`src/pkg/clrx_cfg.svh`:
```
// constants for the clear-instruction execute block
`ifndef CLRX_CFG_SVH
`define CLRX_CFG_SVH
// wishbone register offsets (byte addresses)
`define CLRX_ADR_CTRL 8'h00
`define CLRX_ADR_INSTR 8'h04
`define CLRX_ADR_STATUS 8'h08
`define CLRX_ADR_ADDR 8'h0C
`define CLRX_ADR_WDT 8'h10
`define CLRX_ADR_MEM 8'h14
// instruction encodings
`define CLRX_OP_CLRWD 16'h0004
`define CLRX_OP_REGCLR_HI 7'h35
// status bit positions
`define CLRX_ST_Z 2
`define CLRX_ST_PWRDN 3
`define CLRX_ST_TMOUT 4
// control bit positions
`define CLRX_CTRL_EXT 0
// indexed offset threshold and access bank split
`define CLRX_IDX_MAX 8'h5F
`define CLRX_ACC_SPLIT 8'h60
`define CLRX_ACC_HIBANK 4'hF
// reset values and watchdog counter wrap value
`define CLRX_STATUS_RST 8'h18
`define CLRX_ZERO8 8'h00
`define CLRX_WDT_MAX 16'hFFFF
`endif

```
`src/pkg/clrx_pkg.sv`:
```
// types for the clear-instruction execute block
package clrx_pkg;
  // quarter phases of one instruction cycle
  typedef enum logic [1:0] {CLRX_Q1, CLRX_Q2, CLRX_Q3, CLRX_Q4} clrx_phase_type;
  // decoded instruction kind
  typedef enum logic [1:0] {CLRX_NONE, CLRX_FILE_CLR, CLRX_WDOG_CLR} clrx_kind_type;
  // data memory access request
  typedef struct packed {
    logic we;
    logic [8:0] addr;
    logic [7:0] wdata;
  } clrx_mem_req_type;
  // watchdog state
  typedef struct packed {
    logic [15:0] count;
    logic [7:0] post;
  } clrx_wdt_type;
endpackage

```
`src/verilog/clrx_datamem.sv`:
```
// flip-flop data memory of 512 bytes with one port
`timescale 1ns/100ps
`include "clrx_cfg.svh"
module clrx_datamem
  import clrx_pkg::*;
(
  // clock and reset
  input wire logic clk_i,
  input wire logic rst_i,
  // access port
  input clrx_mem_req_type req_i,
  output logic [7:0] rdata_o
);
  logic [7:0] mem_q [512]; // storage
  logic [7:0] rdata_q; // registered read data

  // per-entry storage, cleared at reset
  genvar g;
  generate
    for (g = 0; g < 512; g++)
    begin : g_ent
      logic [7:0] ent_d;
      always_comb
      begin
        ent_d = mem_q[g];
        if (req_i.we && (req_i.addr == 9'(g)))
        begin
          ent_d = req_i.wdata;
        end
      end
      always_ff @(posedge clk_i)
      begin
        if (rst_i)
          mem_q[g] <= `CLRX_ZERO8;
        else
          mem_q[g] <= ent_d;
      end
    end
  endgenerate

  // registered read
  always_ff @(posedge clk_i)
  begin
    if (rst_i)
      rdata_q <= `CLRX_ZERO8;
    else
      rdata_q <= mem_q[req_i.addr];
  end

  assign rdata_o = rdata_q;
endmodule

```
`src/verilog/clrx_exec.sv`:
```
// execute logic for the file-register clear and watchdog clear instructions
//
// Summary of operation
// - register clear writes zero, sets zero flag
// - access bit zero selects access bank
// - access bit one uses bank select register
// - extended set, a=0, f<=95: indexed offset
// - watchdog clear zeroes counter and postscaler
// - watchdog clear sets timeout and powerdown flags
//
// The address map and register access over Wishbone were left to the implementer.
`timescale 1ns/100ps
`include "clrx_cfg.svh"
module clrx_exec
  import clrx_pkg::*;
(
  // clock and reset
  input wire logic clk_i,
  input wire logic rst_i,
  // wishbone slave
  input wire logic cyc_i,
  input wire logic stb_i,
  input wire logic we_i,
  input wire logic [7:0] adr_i,
  input wire logic [3:0] sel_i,
  input wire logic [31:0] dat_i,
  output logic [31:0] dat_o,
  output logic ack_o,
  // watchdog view
  output logic [15:0] wdt_count_o,
  output logic [7:0] wdt_post_o,
  // busy while an instruction executes
  output logic busy_o
);
  ////////////////////////////////////////////////////////////////////////////
  // state
  clrx_phase_type phase_q, phase_d; // quarter phase
  clrx_kind_type kind_q, kind_d; // instruction under execution
  logic [15:0] instr_q, instr_d; // instruction word
  logic [7:0] status_q, status_d; // status register
  logic [3:0] bank_select_register_q, bank_select_register_d; // bank select
  logic [7:0] index_base_q, index_base_d; // index base for literal offset mode
  logic ext_set_q, ext_set_d; // extended instruction set enable
  logic [8:0] eaddr_q, eaddr_d; // resolved target address
  clrx_wdt_type wdt_q, wdt_d; // watchdog counter and postscaler
  logic ack_q, ack_d; // bus acknowledge
  logic [31:0] dat_q, dat_d; // bus read data
  logic [7:0] rd_data_q, rd_data_d; // target value read in Q2
  clrx_mem_req_type mreq; // data memory request
  logic [7:0] mem_rdata; // data memory read data
  logic bus_req; // valid bus cycle not yet acknowledged
  logic bus_wr; // bus write strobe
  logic [7:0] hw_set; // status bits set by execution in this cycle

  assign bus_req = cyc_i && stb_i && !ack_q;
  assign bus_wr = bus_req && we_i && sel_i[0];

  ////////////////////////////////////////////////////////////////////////////
  // data memory
  clrx_datamem u_mem (
    .clk_i(clk_i),
    .rst_i(rst_i),
    .req_i(mreq),
    .rdata_o(mem_rdata)
  );

  ////////////////////////////////////////////////////////////////////////////
  // address resolution for the register clear operand
  function automatic logic [8:0] resolve(input logic [15:0] ins, input logic xe,
                                          input logic [3:0] bank, input logic [7:0] base);
    logic [7:0] f;
    logic a;
    f = ins[7:0];
    a = ins[8];
    if (a)
      resolve = {bank[0], f};
    else if (xe && (f <= `CLRX_IDX_MAX))
      resolve = {1'b0, 8'(base + f)};
    else if (f < `CLRX_ACC_SPLIT)
      resolve = {1'b0, f};
    else
      resolve = {`CLRX_ACC_HIBANK == 4'hF, f};
  endfunction

  ////////////////////////////////////////////////////////////////////////////
  // next-state logic
  always_comb
  begin
    phase_d = phase_q;
    kind_d = kind_q;
    instr_d = instr_q;
    status_d = status_q;
    bank_select_register_d = bank_select_register_q;
    index_base_d = index_base_q;
    ext_set_d = ext_set_q;
    eaddr_d = eaddr_q;
    rd_data_d = rd_data_q;
    wdt_d = wdt_q;
    ack_d = bus_req;
    dat_d = dat_q;
    mreq = '{we: 1'b0, addr: eaddr_q, wdata: `CLRX_ZERO8};
    hw_set = `CLRX_ZERO8;
    // watchdog counts up, postscaler ticks on counter wrap
    wdt_d.count = wdt_q.count + 16'h0001;
    if (wdt_q.count == `CLRX_WDT_MAX)
    begin
      wdt_d.post = wdt_q.post + 8'h01;
    end
    // instruction sequencing over four quarter phases
    case (phase_q)
      CLRX_Q1:
      begin
        if (kind_q != CLRX_NONE)
        begin
          eaddr_d = resolve(instr_q, ext_set_q, bank_select_register_q, index_base_q);
          // present the new target now so its value stands in Q2
          mreq.addr = eaddr_d;
          phase_d = CLRX_Q2;
        end
      end
      CLRX_Q2:
      begin
        rd_data_d = mem_rdata;
        phase_d = CLRX_Q3;
      end
      CLRX_Q3:
      begin
        // process data: only the watchdog clear acts here; the register clear writes in Q4
        if (kind_q == CLRX_WDOG_CLR)
        begin
          wdt_d.count = 16'h0000;
          wdt_d.post = 8'h00;
          hw_set[`CLRX_ST_TMOUT] = 1'b1;
          hw_set[`CLRX_ST_PWRDN] = 1'b1;
        end
        phase_d = CLRX_Q4;
      end
      CLRX_Q4:
      begin
        if (kind_q == CLRX_FILE_CLR)
        begin
          mreq = '{we: 1'b1, addr: eaddr_q, wdata: `CLRX_ZERO8};
          hw_set[`CLRX_ST_Z] = 1'b1;
        end
        kind_d = CLRX_NONE;
        phase_d = CLRX_Q1;
      end
      default:
      begin
        phase_d = CLRX_Q1;
      end
    endcase
    // execution sets win over a software write in the same cycle
    status_d = status_q | hw_set;
    // register bus: reads return state, writes load control and issue instructions
    if (bus_req && !we_i)
    begin
      case (adr_i)
        `CLRX_ADR_CTRL: dat_d = {16'h0, index_base_q, bank_select_register_q, 3'h0, ext_set_q};
        `CLRX_ADR_INSTR: dat_d = {15'h0, kind_q != CLRX_NONE, instr_q};
        `CLRX_ADR_STATUS: dat_d = {24'h0, status_q};
        `CLRX_ADR_ADDR: dat_d = {23'h0, eaddr_q};
        `CLRX_ADR_WDT: dat_d = {8'h0, wdt_q.post, wdt_q.count};
        // operand value fetched in Q2 of the last instruction, register clear or watchdog clear
        `CLRX_ADR_MEM: dat_d = {24'h0, rd_data_q};
        default: dat_d = 32'h0000_0000;
      endcase
    end
    if (bus_wr)
    begin
      case (adr_i)
        `CLRX_ADR_CTRL:
        begin
          ext_set_d = dat_i[`CLRX_CTRL_EXT];
          bank_select_register_d = dat_i[7:4];
          index_base_d = sel_i[1] ? dat_i[15:8] : index_base_q;
        end
        `CLRX_ADR_INSTR:
        begin
          // a new instruction is accepted only when idle
          if (kind_q == CLRX_NONE && sel_i[1])
          begin
            instr_d = dat_i[15:0];
            if (dat_i[15:0] == `CLRX_OP_CLRWD)
              kind_d = CLRX_WDOG_CLR;
            else if (dat_i[15:9] == `CLRX_OP_REGCLR_HI)
              kind_d = CLRX_FILE_CLR;
            else
              kind_d = CLRX_NONE;
          end
        end
        // a flag set by execution in this cycle survives the write
        `CLRX_ADR_STATUS: status_d = dat_i[7:0] | hw_set;
        default:
        begin
          kind_d = kind_d;
        end
      endcase
    end
  end

  ////////////////////////////////////////////////////////////////////////////
  // state registers
  always_ff @(posedge clk_i)
  begin
    if (rst_i)
    begin
      phase_q <= CLRX_Q1;
      kind_q <= CLRX_NONE;
      instr_q <= 16'h0000;
      status_q <= `CLRX_STATUS_RST;
      bank_select_register_q <= 4'h0;
      index_base_q <= `CLRX_ZERO8;
      ext_set_q <= 1'b0;
      eaddr_q <= 9'h000;
      rd_data_q <= `CLRX_ZERO8;
      wdt_q <= '0;
      ack_q <= 1'b0;
      dat_q <= 32'h0000_0000;
    end
    else
    begin
      phase_q <= phase_d;
      kind_q <= kind_d;
      instr_q <= instr_d;
      status_q <= status_d;
      bank_select_register_q <= bank_select_register_d;
      index_base_q <= index_base_d;
      ext_set_q <= ext_set_d;
      eaddr_q <= eaddr_d;
      rd_data_q <= rd_data_d;
      wdt_q <= wdt_d;
      ack_q <= ack_d;
      dat_q <= dat_d;
    end
  end

  ////////////////////////////////////////////////////////////////////////////
  // outputs
  assign ack_o = ack_q;
  assign dat_o = dat_q;
  assign wdt_count_o = wdt_q.count;
  assign wdt_post_o = wdt_q.post;
  assign busy_o = kind_q != CLRX_NONE;
endmodule

```
`config.mk`:
```
export PLATFORM = sky130hd
export DESIGN_NAME = clrx_exec
export DESIGN_NICKNAME = d
export VERILOG_FILES = /design/src/pkg/clrx_pkg.sv /design/src/verilog/clrx_datamem.sv /design/src/verilog/clrx_exec.sv
export VERILOG_INCLUDE_DIRS = /design/src /design/src/pkg
export SDC_FILE = /design/constraint.sdc
export NUM_CORES = 1
export LEC_CHECK = 0
export BUFFER_PORTS_ARGS = -buffer_cell sky130_fd_sc_hd__buf_4
export CORE_ASPECT_RATIO = 0.8
export CORE_MARGIN = 5
export CORE_UTILIZATION = 49
export DETAILED_ROUTE_END_ITERATION = 8
export PLACE_DENSITY = 0.72
export RECOVER_POWER = 25
export SYNTH_ARGS = -nofsm -noshare
export SYNTH_HDL_FRONTEND = slang
export SYNTH_SLANG_ARGS = --single-unit
```
`constraint.sdc`:
```
create_clock -name clk_i -period 1.9 [get_ports clk_i]
set_input_delay 0.19 -clock clk_i [delete_from_list [all_inputs] [get_ports clk_i]]
set_output_delay 0.19 -clock clk_i [all_outputs]
set_load 0.02 [all_outputs]
```
* Word-level counts from Yosys, hierarchy flattened *
Memories as Yosys holds them, arrays and structs flattened. A register that Yosys moved wholly into a read port is not among the register bits.
Cells that the tools add are included.

word-level totals
  output and inout bits = 58
  bits of input ports = 49
  memories = 1
  RAM bits = 4,096
  register bits after elaboration = 115

memory list
  memory       depth  bits a word  read ports  clocked after Yosys merged registers in  wr ports  line                source
  u_mem.mem_q  512    8            1           1                                        512       clrx_datamem.sv:14  logic [7:0] mem_q [512];

operators by class
  bitwise logic cells = 514
  equal/unequal tests = 1,037
  magnitude comparators = 2
  $add $sub $neg = 3
  mux-type cells = 1,053
  reduce and logical (&&, ||, !) cells = 1,041

operators by type and width
  kind                     number
  $mux W8                  1,028
  $eq A9 B9 Y1 const B     256
  $eq A9 B8 Y1 const B     128
  $reduce_and A2 Y1        513
  $eq A9 B7 Y1 const B     64
  $logic_and A1 B1 Y1      519
  $ne A1 B1 Y1 const B     512
  $or A1 B1 Y1             512
  $eq A9 B6 Y1 const B     32
  $eq A9 B5 Y1 const B     16
  $pmux W24 S6             1
  $eq A9 B4 Y1 const B     8
  $mux W24                 2
  $eq A9 B3 Y1 const B     4
  $mux W9                  4
  $eq A9 B2 Y1 const B     2
  $mux W18                 1
  $pmux W9 S2              1
  $add A16 B1 Y16 const B  1
  $eq A16 B16 Y1 const B   1
  $eq A16 B3 Y1 const B    1
  $eq A8 B4 Y1 const B     2
  $eq A8 B5 Y1 const B     2
  $mux W2                  8
  other kinds (19)         32

* Longest topological paths before layout *
  depth after elaboration = 11
  mapped depth = 8

* Hierarchy *
From an unflattened synthesis, not the netlist that was laid out.

unflattened totals
  cells, all modules = 13,544
  area total of the unflattened synthesis = 197,491.9 µm²

modules (own cells, without submodules)
  module        instances  area each (µm²)  seq. area each (µm²)  cells an instance
  clrx_datamem  1          192,285.7        123,158.1             12,930
  clrx_exec     1          5,206.2          2,142.1               614

* Worst setup path after synthesis *
OpenSTA, ideal clock, no wires.

  kind = reg2reg
  start point = register wdt_q, in the netlist wdt_count_o[0]
  end point = register wdt_q, in the netlist wdt_post_o[4]
  stages on the path, launching flop included = 7
  slack = 10 ps
  arrival time = 1,830 ps
  path through = dfxtp_1 ha_1 nand2_1 nor3_4 nand2_2 or4_1 nand2_1

between the ends
  cells in the longest elaborated chain, start to end = 4

ends and longest elaborated chain
  element                       line              source
  start, declared               clrx_exec.sv:45   clrx_wdt_type wdt_q, wdt_d;
  start signal, assigned        clrx_exec.sv:232  wdt_q <= wdt_d;
  $eq A16 B16 Y1 (no line) (*)  n/a
  $mux W8 (*)                   clrx_exec.sv:105  if (wdt_q.count == `CLRX_WDT_MAX)
  $mux W24                      clrx_exec.sv:129  if (kind_q == CLRX_WDOG_CLR)
  $mux W24 (*)                  clrx_exec.sv:110  case (phase_q)

Mark *: on every way between the ends. The rest lies on a longest branch, timed or not.
A chain may end at the register's enable or synchronous reset.

* Worst setup path in the final report *
  start point = register index_base_q[0]
  end point = register eaddr_q[6]

between the ends
  cells in the longest elaborated chain, start to end = 4

ends and longest elaborated chain
  element                 line              source
  start, declared         clrx_exec.sv:42   logic [7:0] index_base_q, index_base_d;
  start signal, assigned  clrx_exec.sv:213  index_base_q <= `CLRX_ZERO8;
  start signal, assigned  clrx_exec.sv:228  index_base_q <= index_base_d;
  $add A8 B8 Y8           clrx_exec.sv:78   resolve = {1'b0, 8'(base + f)};
  $mux W9                 clrx_exec.sv:77   else if (xe && (f <= `CLRX_IDX_MAX))
  $mux W9                 clrx_exec.sv:75   if (a)
  $mux W9                 clrx_exec.sv:113  if (kind_q != CLRX_NONE)
  end signal, assigned    clrx_exec.sv:230  eaddr_q <= eaddr_d;
  end, declared           clrx_exec.sv:44   logic [8:0] eaddr_q, eaddr_d;

Every way passes these cells.

==> run_results.csv <==
group,metric,value,unit
synthesis,syn_area_per_cell,8.503,um^2
synthesis,ys.warnings.count,0,
clock_tree,clk_pin_slew,70,ps
route,avgViaCountPerCell,5.713,
worst_setup_path,critPathMaxFanout,2,
synthesis,ys_top_cells_by_count,"dfxtp_1 (99), nand2_1 (93), nor2_1 (49)",
synthesis,synth_edf_count,0,
placed_design,pre_cts_slack,-114.4,ps
placed_design,io_buffers,80,
sta,period_share,98.63,%
synthesis,synth_area,4745,um^2
sta,tightestPinTransition,649.6,ps
floorplan,die_h,98.01,um
placed_design,post-dp-hpwl,10170,um
route,routed_wirelength,13580,um
synthesis,synth.distinct_cells,56,
synthesis,ys_seq_area_share,41.77,%
synthesis,syn_inst,558,
sta,finClkSkew,4.940,ps
route,drc,0,
route,vias,4456,
route,drtIter0Drc,385,
sta,hold_viol_final,0,
worst_hold_path,hold_class,"in -> reg",
sta,finalSetupTns,0,ps
sta,drv_slew,0,
grt,grt_pass1_vias,4258,
power,ir_worst_vdd,0.0007221,V
sta,relSlewSlack,56.50,%
worst_setup_path,cp.arrival,2130,ps
synthesis,synthFlopType,"dfxtp_1",
synthesis,netlist.area_leader.share,41.77,%
worst_setup_path,cp-start-kind,"flip-flop",
placed_design,gp_congestion,0.9158,
route,routedWlPerCell,17.41,um
sta,period_needed,1874,ps
layout,fin_nets,719,
clock_tree,htreeDepth,3,
layout,multi_input_area,2616,um^2
power,power_density,740.1,nW/um^2
sta,rsz0062_at_grt,"yes",
run_status,status,"finished clean",
clock_tree,tritoncts,"done",
clock_tree,clk-insertion-delay-late,340,ps
clock_tree,cts_sinks,99,
worst_setup_path,crit_required,2160,ps
grt,grt_pass1_wl,22160,um
layout,final.fill_count,878,
clock_tree,cts.path.max_buffers,2,
synthesis,synth.most_common_cell,"dfxtp_1",
synthesis,synth-seq-cells,99,
power,power_leakage,2.307,nW
sta,setup_violations,0,
clock_tree,root_buffer,"clkbuf_16",
synthesis,synth.area.top_cells,"dfxtp_1 (42%), nand2_1 (7.4%), a21oi_1 (5.0%)",
worst_setup_path,worstSetupPathType,"reg -> reg",
synthesis,synth_area_leader_cell,"dfxtp_1",
layout,diodes,0,
synthesis,synthArstFlopShare,0,%
floorplan,die_x,120.0,um
floorplan,ios,107,
layout,areaGrowthSynthToFinish,23.42,%
layout,register_area,1992,um^2
worst_setup_path,cp-end-kind,"flip-flop",
route,ant_nets,0,
grt,grt_usage,23.45,%
grt,grt_max_degree,28,
floorplan,start_util,49.58,%
grt,antenna_found_initial,0,
grt,grt-ovfl-total,0,
flow_run,drv_cap,0,
layout,drive_above_1_share,19.21,%
floorplan,dieArea,11760,um^2
floorplan,fp-row-count,32,
clock_tree,cts_buffers,9,
sta,fin_ws,26.02,ps
route,first_pass_iters,5,
floorplan,core,9569,um^2
sta,clock.fmax,533.6,MHz
[final cells by class]
type | count | area share, %
sequential | 99 | 34.02
timing repair buffer | 118 | 12.88
clock buffer | 11 | 3.974
tap | 119 | 2.543
inverter | 9 | 0.5769
multi-input combinational | 419 | 44.68
clock inverter | 5 | 1.325
[path summary, 6_finish.rpt]
path	start	to	slack [ps]	cells after the start
max	index_base_q[0]	eaddr_q[6]	30	8
min	dat_i[10]	index_base_q[2]	100	3
max reg2reg	index_base_q[0]	eaddr_q[6]	30	8
min reg2reg	eaddr_q[8]	eaddr_q[8]	450	2
[kinds of logic (layout without fill, tap and decap cells)]
kind of cell / count (synthesis) / in the layout / synth area share (%)
buffers and inverters: 47 / 143 / 4.641
AND/OR/NAND/NOR: 235 / 235 / 23.87
adder cells (fa/ha/maj): 14 / 14 / 3.850
XOR/XNOR: 22 / 22 / 4.061
flip-flops: 99 / 99 / 41.77
multiplexers: 24 / 24 / 6.461
other: 1 / 8 / 0.07904
AO/OA/AOI/OAI: 116 / 116 / 15.27
[sequential cells by signal (all words and copies together), names as in the netlist, 2 cells and up]
signal,cells
bank_select_register_q,4
instr_q,16
wdt_count_o,16
kind_q,2
status_q,8
wdt_post_o,8
index_base_q,8
eaddr_q,9
dat_o,24
phase_q,2
[power by group]
part	switching, W	internal [W]	leakage, nW
combinational	0.000192	0.000115	1.36
sequential	0.0000113	0.00209	0.802
clock	0.000775	0.00115	0.150
[metrics by stage]
stage / std cells / hold slack [ps] / area [um^2] / utilization [%] / total power, W
floorplan: 565 / 324.1 / 4771 / - / 0.002332
global placement: 764 / 437.5 / 5619 / 58.72 / 0.002443
detailed placement: 764 / 441.5 / 5619 / 58.72 / 0.002460
CTS: 780 / 95.83 / 5956 / 62.24 / 0.004368
global route: 780 / 99.57 / 5856 / 61.19 / 0.004490
finish: 780 / 104.4 / 5856 / 61.19 / 0.004334
[layout by cell type (no fill, tap or decap), types with 9 or more instances in the layout]
cell,synthesis,layout
inv_1,9,9
a21oi_1,47,47
ha_1,13,10
o21ai_0,24,24
dfxtp_1,99,91
a22o_1,10,10
mux2i_1,16,16
xnor2_1,9,9
a22oi_1,12,12
xor2_1,13,13
nand3_1,30,30
nand2_1,93,93
nor2b_1,14,12
clkbuf_16,0,9
clkbuf_1,18,37
buf_4,8,83
nor2_1,49,49
[worst max-delay path, stage by stage (launching register included)]
cell,delay (ps)
dfxtp_2,360
ha_4,140
inv_1,50
fa_2,360
nor2b_4,130
o2111ai_1,110
nand3_1,120
mux2_4,310
a221oi_2,210
[layer usage]
metal | track usage (%) | share of wire, % | routed length [um]
met1 | 32.68 | 46 | 6244
met2 | 36.53 | 45 | 6074
met3 | 6.369 | 8.0 | 1083
met4 | 5.194 | 1.3 | 176
met5 | 0 | 0 | 0
[what timing repair did]
item / in CTS / in global routing
hold buffers: 0 / 0
setup endpoints to repair: 1 / 18
pin swaps: 2 / 1
gates resized for setup: 7 / 11
buffers inserted: 0 / 0
Note: power is estimated with default switching activity, not from simulation.
